==> src/rtu_pkg.sv <==
// Package for the return instruction unit: opcodes, widths, field positions.
// Assumes a 14-bit instruction word and a 13-bit program counter.
package rtu_pkg;
    localparam int INSN_W  = 14;
    localparam int PC_W    = 13;
    localparam int DATA_W  = 8;
    localparam int STACK_DEPTH = 8;
    localparam int SP_W    = 3;

    localparam logic [INSN_W-1:0] OP_RETURN = 14'h0008;
    localparam logic [INSN_W-1:0] OP_RETFI  = 14'h0009;
    localparam logic [5:0]        OP_RETLIT_HI = 6'h0D;
    localparam int LIT_LSB   = 0;
    localparam int OPHI_LSB  = 8;
    localparam int IRQ_EN_BIT = 7;

    localparam logic [SP_W-1:0]   SP_ONE = 3'h1;
    localparam logic [DATA_W-1:0] W_RESET = 8'h00;
    localparam logic [DATA_W-1:0] INTCTL_RESET = 8'h00;
    localparam logic [PC_W-1:0]   PC_RESET = 13'h0000;

    typedef enum logic [1:0] {
        RTU_RET_NONE,
        RTU_RET_SUB,
        RTU_RET_INT,
        RTU_RET_LIT
    } rtu_kind_e;

    typedef enum logic {
        RTU_EXEC,
        RTU_FLUSH
    } rtu_state_e;
endpackage

==> src/rtu_return_unit.sv <==
// Return instruction execution: pops the return stack into the PC.
// Assumes one instruction word offered per cycle by the decode stage.
//
// Summary of operation
// - Return from interrupt pops the stack and loads top of stack into PC.
// - Return from interrupt sets the global enable, bit seven of control.
// - Return from interrupt is one word and takes two instruction cycles.
// - Return with literal loads the working register with its 8-bit field.
// - Return with literal loads the PC with the popped return address.
// - Return with literal is one word and takes two instruction cycles.
// - Plain return pops the stack into the PC and changes nothing else.
// - Plain return takes two instruction cycles.
`timescale 1ns/10ps
`default_nettype none
module rtu_return_unit
    import rtu_pkg::*;
(
    input  wire logic              core_clk,
    input  wire logic              rst,
    input  wire logic [INSN_W-1:0] insn,
    input  wire logic              insn_valid,
    input  wire logic              call_push,
    input  wire logic [PC_W-1:0]   call_addr,
    input  wire logic              intctl_write,
    input  wire logic [DATA_W-1:0] intctl_wdata,
    input  wire logic              irq_taken,
    output logic                   pop_pulse,
    output var  logic              pc_load,
    output var  logic [PC_W-1:0]   pc_value,
    output var  logic [DATA_W-1:0] working_reg,
    output var  logic [DATA_W-1:0] interrupt_control_reg,
    output logic                   fetch_idle,
    output logic                   busy
);
    rtu_state_e      state;
    rtu_kind_e       kind;
    logic [PC_W-1:0] top_of_stack;

    function automatic rtu_kind_e decode(input logic [INSN_W-1:0] w);
        if (w == OP_RETURN) begin
            decode = RTU_RET_SUB;
        end else if (w == OP_RETFI) begin
            decode = RTU_RET_INT;
        end else if (w[INSN_W-1:OPHI_LSB] == OP_RETLIT_HI) begin
            decode = RTU_RET_LIT;
        end else begin
            decode = RTU_RET_NONE;
        end
    endfunction

    always_comb begin
        kind = RTU_RET_NONE;
        if (insn_valid && state == RTU_EXEC) begin
            kind = decode(insn);
        end
    end

    // Pop in the first cycle; calls are ignored then to avoid a collision
    assign pop_pulse  = (kind != RTU_RET_NONE);
    assign fetch_idle = (state == RTU_FLUSH);
    assign busy       = fetch_idle;

    rtu_stack u_stack (
        .core_clk     (core_clk),
        .rst          (rst),
        .push         (call_push && !pop_pulse),
        .push_addr    (call_addr),
        .pop          (pop_pulse),
        .top_of_stack (top_of_stack)
    );

    // Two cycles per return: execute, then one flushed fetch
    always_ff @(posedge core_clk) begin
        if (rst) begin
            state <= RTU_EXEC;
        end else if (state == RTU_FLUSH) begin
            state <= RTU_EXEC;
        end else if (pop_pulse) begin
            state <= RTU_FLUSH;
        end
    end

    // PC loads from the registered top at the edge where the pop lands
    always_ff @(posedge core_clk) begin
        if (rst) begin
            pc_load  <= 1'h0;
            pc_value <= PC_RESET;
        end else begin
            pc_load  <= pop_pulse;
            if (pop_pulse) begin
                pc_value <= top_of_stack;
            end
        end
    end

    // Working register changes only for return with literal
    always_ff @(posedge core_clk) begin
        if (rst) begin
            working_reg <= W_RESET;
        end else if (kind == RTU_RET_LIT) begin
            working_reg <= insn[LIT_LSB +: DATA_W];
        end
    end

    // Interrupt acceptance clears the enable; the return sets it and wins
    always_ff @(posedge core_clk) begin
        if (rst) begin
            interrupt_control_reg <= INTCTL_RESET;
        end else begin
            if (intctl_write) begin
                interrupt_control_reg <= intctl_wdata;
            end
            if (irq_taken) begin
                interrupt_control_reg[IRQ_EN_BIT] <= 1'h0;
            end
            if (kind == RTU_RET_INT) begin
                interrupt_control_reg[IRQ_EN_BIT] <= 1'h1;
            end
        end
    end
    // No status flag output exists here, so none can change.
endmodule
`default_nettype wire

==> src/rtu_stack.sv <==
// Return stack memory: circular, eight entries, registered top read.
// Assumes push and pop are never asserted together.
`timescale 1ns/10ps
`default_nettype none
module rtu_stack
    import rtu_pkg::*;
(
    input  wire logic            core_clk,
    input  wire logic            rst,
    input  wire logic            push,
    input  wire logic [PC_W-1:0] push_addr,
    input  wire logic            pop,
    output var  logic [PC_W-1:0] top_of_stack
);
    logic [PC_W-1:0] mem [STACK_DEPTH];
    logic [SP_W-1:0] sp;
    logic [SP_W-1:0] next_sp;

    // Overflow silently wraps, as a circular hardware stack does
    always_comb begin
        next_sp = sp;
        if (push) begin
            next_sp = sp + SP_ONE;
        end else if (pop) begin
            next_sp = sp - SP_ONE;
        end
    end

    always_ff @(posedge core_clk) begin
        if (rst) begin
            sp <= '0;
        end else begin
            sp <= next_sp;
        end
    end

    always_ff @(posedge core_clk) begin
        if (push) begin
            mem[sp] <= push_addr;
        end
    end

    // Top is read from the updated pointer so it is ready next cycle
    always_ff @(posedge core_clk) begin
        if (rst) begin
            top_of_stack <= PC_RESET;
        end else if (push) begin
            top_of_stack <= push_addr;
        end else begin
            top_of_stack <= mem[next_sp - SP_ONE];
        end
    end
endmodule
`default_nettype wire
==> config.mk <==
export PLATFORM = sky130hd
export DESIGN_NAME = rtu_return_unit
export DESIGN_NICKNAME = d
export VERILOG_FILES = /design/src/rtu_pkg.sv /design/src/rtu_return_unit.sv /design/src/rtu_stack.sv
export SDC_FILE = /design/constraint.sdc
export NUM_CORES = 1
export LEC_CHECK = 0
export ABC_AREA = 1
export ABC_CLOCK_PERIOD_IN_PS = 8700
export BUFFER_PORTS_ARGS = -buffer_cell sky130_fd_sc_hd__buf_2
export CORE_MARGIN = 1
export CORE_UTILIZATION = 26
export DETAILED_ROUTE_END_ITERATION = 6
export GPL_ROUTABILITY_DRIVEN = 1
export MAX_ROUTING_LAYER = met4
export PLACE_DENSITY_LB_ADDON = 0.2
export SETUP_SLACK_MARGIN = 0.5
export SYNTH_ARGS = -nofsm -noshare
export SYNTH_HDL_FRONTEND = slang
export SYNTH_SLANG_ARGS = --single-unit
==> constraint.sdc <==
create_clock -name core_clk -period 8.7 [get_ports core_clk]
set_input_delay 1.74 -clock core_clk [delete_from_list [all_inputs] [get_ports core_clk]]
set_output_delay 1.74 -clock core_clk [all_outputs]
set_load 0.03 [all_outputs]
==> flow_summary.toml <==
[clocking]
worstSkewPairLatency_ns = 0.43
htree_levels = 4
cts_root_buffer = "clkbuf_16"
ctsHoldBuffers = 0
cts_buffer_depth = 2
tritoncts = "yes"
cts.clk_slew.worst_paths_ns = 0.07
cts_buffers = 17
postCtsSetupRepairBufs = 0
cts-resized-gates = 0
tritoncts_num_sinks = 151

[sta]
relSlewSlack = 0.3074
clock_skew_ns = 0.008586
worstMarginPinSlew_ns = 1.038
min_period_ns = 5.987
hold_viol_final = 0
finalCritPeriodShare = 0.6882
maxSlewViolCount = 0
setup_violations = 0
rsz0062_at_grt = "no"
hold-worst-slack_ns = 0.4474
fmax_mhz = 167.0
setup_tns_ns = 0

[placement]
hpwl_mm = 9.486
io_buffers = 73
place_area_um2 = 6845
routabilityCongestion = 0.8144

[synthesis]
avgSynthCellArea_um2 = 10.28
ys_seq_area_frac = 0.6492
ys_seq_elements = 151
yosysWarnings = 0
syn_nets = 653
yosys.cell_types.count = 28
syn_inst = 609
synth_area_um2 = 6260

[critical_path]
r2r_end = "u_stack.top_of_stack[4]"
crit_cells = 15
critical-path-top-delay-family = "simple AND/OR/NAND/NOR gates"
cp.required_ns = 9.07
path_class = "in -> reg"
startpoint_type = "primary input"
arrival_ns = 6.36
worstRegToRegCells = 11
r2r_start = "busy"
crit_end = "u_stack.top_of_stack[4]"
cp_cell_sequence = "buf_2, or2_0, nor2_1, nand2_1, nand3_2, nand2_4, nand3_4, nand2_8, ha_1, clkinv_1, nand3_1, nand3_1, nand3_1, nand2_1, inv_1"
path_common_cell = "nand3_1"
worstSetupEndpointType = "flop"
max_stage_delay_ns = 1.09
worst_path_max_delay_cell = "ha_1"
critPathLaunch = "insn[8]"
path_buf_inv = 3
r2r_slack_ns = 3.95
path_max_fanout = 54

[power_and_ir_drop]
irDropWorstVdd_uv = 109.7
powerDensity_nw_per_um2 = 232.7
p_leak_nw = 2.954

[floorplan]
start_util = 0.2659
die_height_um = 157.2
ios = 74
dieArea_um2 = 24700
num_rows = 56
fp.dieW_um = 157.2
core_area_um2 = 23540

[finish]
final_cell_area_um2 = 7421
final_common_cell = "nand3_1"
regMostFlops = "u_stack.mem"
final_nets = 713
reg_top3 = "u_stack.mem x104, pc_value x13, u_stack.top_of_stack x13"
layout-drive-gt1-share = 0.1833
mostFrequentLayoutCells = "146 x nand3_1, 110 x nand2_1, 104 x edfxtp_1, 73 x buf_2, 49 x inv_1"
area_growth_pct = 18.55
largest_reg_flops = 104

[grt]
grt_pass1_wl_mm = 24.23
antenna_found_initial = 1
grt_start_max_net_pins = 55
grt_pass1_vias = 4482
grt_use_total = 0.1357
grt-ovfl-total = 0

[outcome]
status = "complete, no violations"

[min_path]
hold_class = "reg -> reg"
min_from = "working_reg[5]"

[detailed_routing]
final_antenna_net_count = 0
vias = 4511
drt_iter0_markers = 273
wl_mm = 15.36
viasPerCell = 4.502
drcViolationCount = 0
dr.pass1.iters = 4
wl_per_cell_um = 15.33

[job]
cap_violations = 0
## power by group
part | leakage [nW] | internal, mW | switching, mW
logic | 1.35 | 0.0612 | 0.141
registers | 1.33 | 0.797 | 0.0122
clock network | 0.276 | 0.400 | 0.316
total | 2.95 | 1.26 | 0.468
## cell type report
cell class,instances,area (um2)
Multi-Input combinational cell,375,1822
Clock buffer,17,425.4
Timing Repair Buffer,74,372.9
Fill cell,2428,16120
Antenna cell,1,2.502
Sequential cell,151,4064
Tap cell,319,399.1
Clock inverter,15,147.6
Inverter,50,187.7
## through the flow
stage	utilization	cells	worst slack, ns	total power, mW
after floorplan	-	609	4.112	0.9692
after global placement	0.2908	969	2.320	1.027
after detailed placement	0.2908	969	2.162	1.031
after CTS	0.3151	1001	2.589	1.744
after global routing	0.3152	1002	2.193	1.803
final	0.3152	1002	2.713	1.727
## tightest hold or removal path, cell delays in order, from the launching register on
cell and delay (ns):
dfxtp_1 0.31, inv_1 0.04, a21oi_1 0.05
## worst min-delay path by stage
stage / to / depth (start not counted)
after global placement: working_reg[5] / 2
final: working_reg[5] / 2
after global routing: working_reg[3] / 2
after detailed placement: working_reg[5] / 2
after floorplan: pc_value[12] / 2
after CTS: working_reg[0] / 2
## cells by family after synthesis
kind of cell | after synthesis | synth area share
flops | 151 | 0.6492
buf+inv | 83 | 0.06256
xor+xnor | 2 | 0.002799
compound gates | 55 | 0.04478
fa+ha+maj | 3 | 0.005997
simple gates | 315 | 0.2347
## cell usage after synthesis, drive strengths merged
cell | instances | area share
nand3 | 151 | 0.13
nand2 | 116 | 0.076
edfxtp | 104 | 0.50
inv | 49 | 0.029
dfxtp | 47 | 0.15
nor2 | 41 | 0.025
o21ai | 30 | 0.024
a21oi | 22 | 0.018
buf | 22 | 0.026
clkbuf | 11 | 0.0066
nand4 | 4 | 0.0040
ha | 3 | 0.0060
or2 | 2 | 0.0020
xnor2 | 2 | 0.0028
a31oi | 1 | 0.0010
clkinv | 1 | 0.00060
nand3b | 1 | 0.0012
o211ai | 1 | 0.0012
o22ai | 1 | 0.0010
## routing by layer
metal / vias to the layer above / track usage / wire [um]
li1: 2217 / - / -
met1: 2156 / 0.1568 / 6672
met2: 115 / 0.2267 / 7710
met3: 23 / 0.03387 / 694
met4: 0 / 0.05132 / 285
met5: - / - / 0
(Power assumes the default switching activity.)
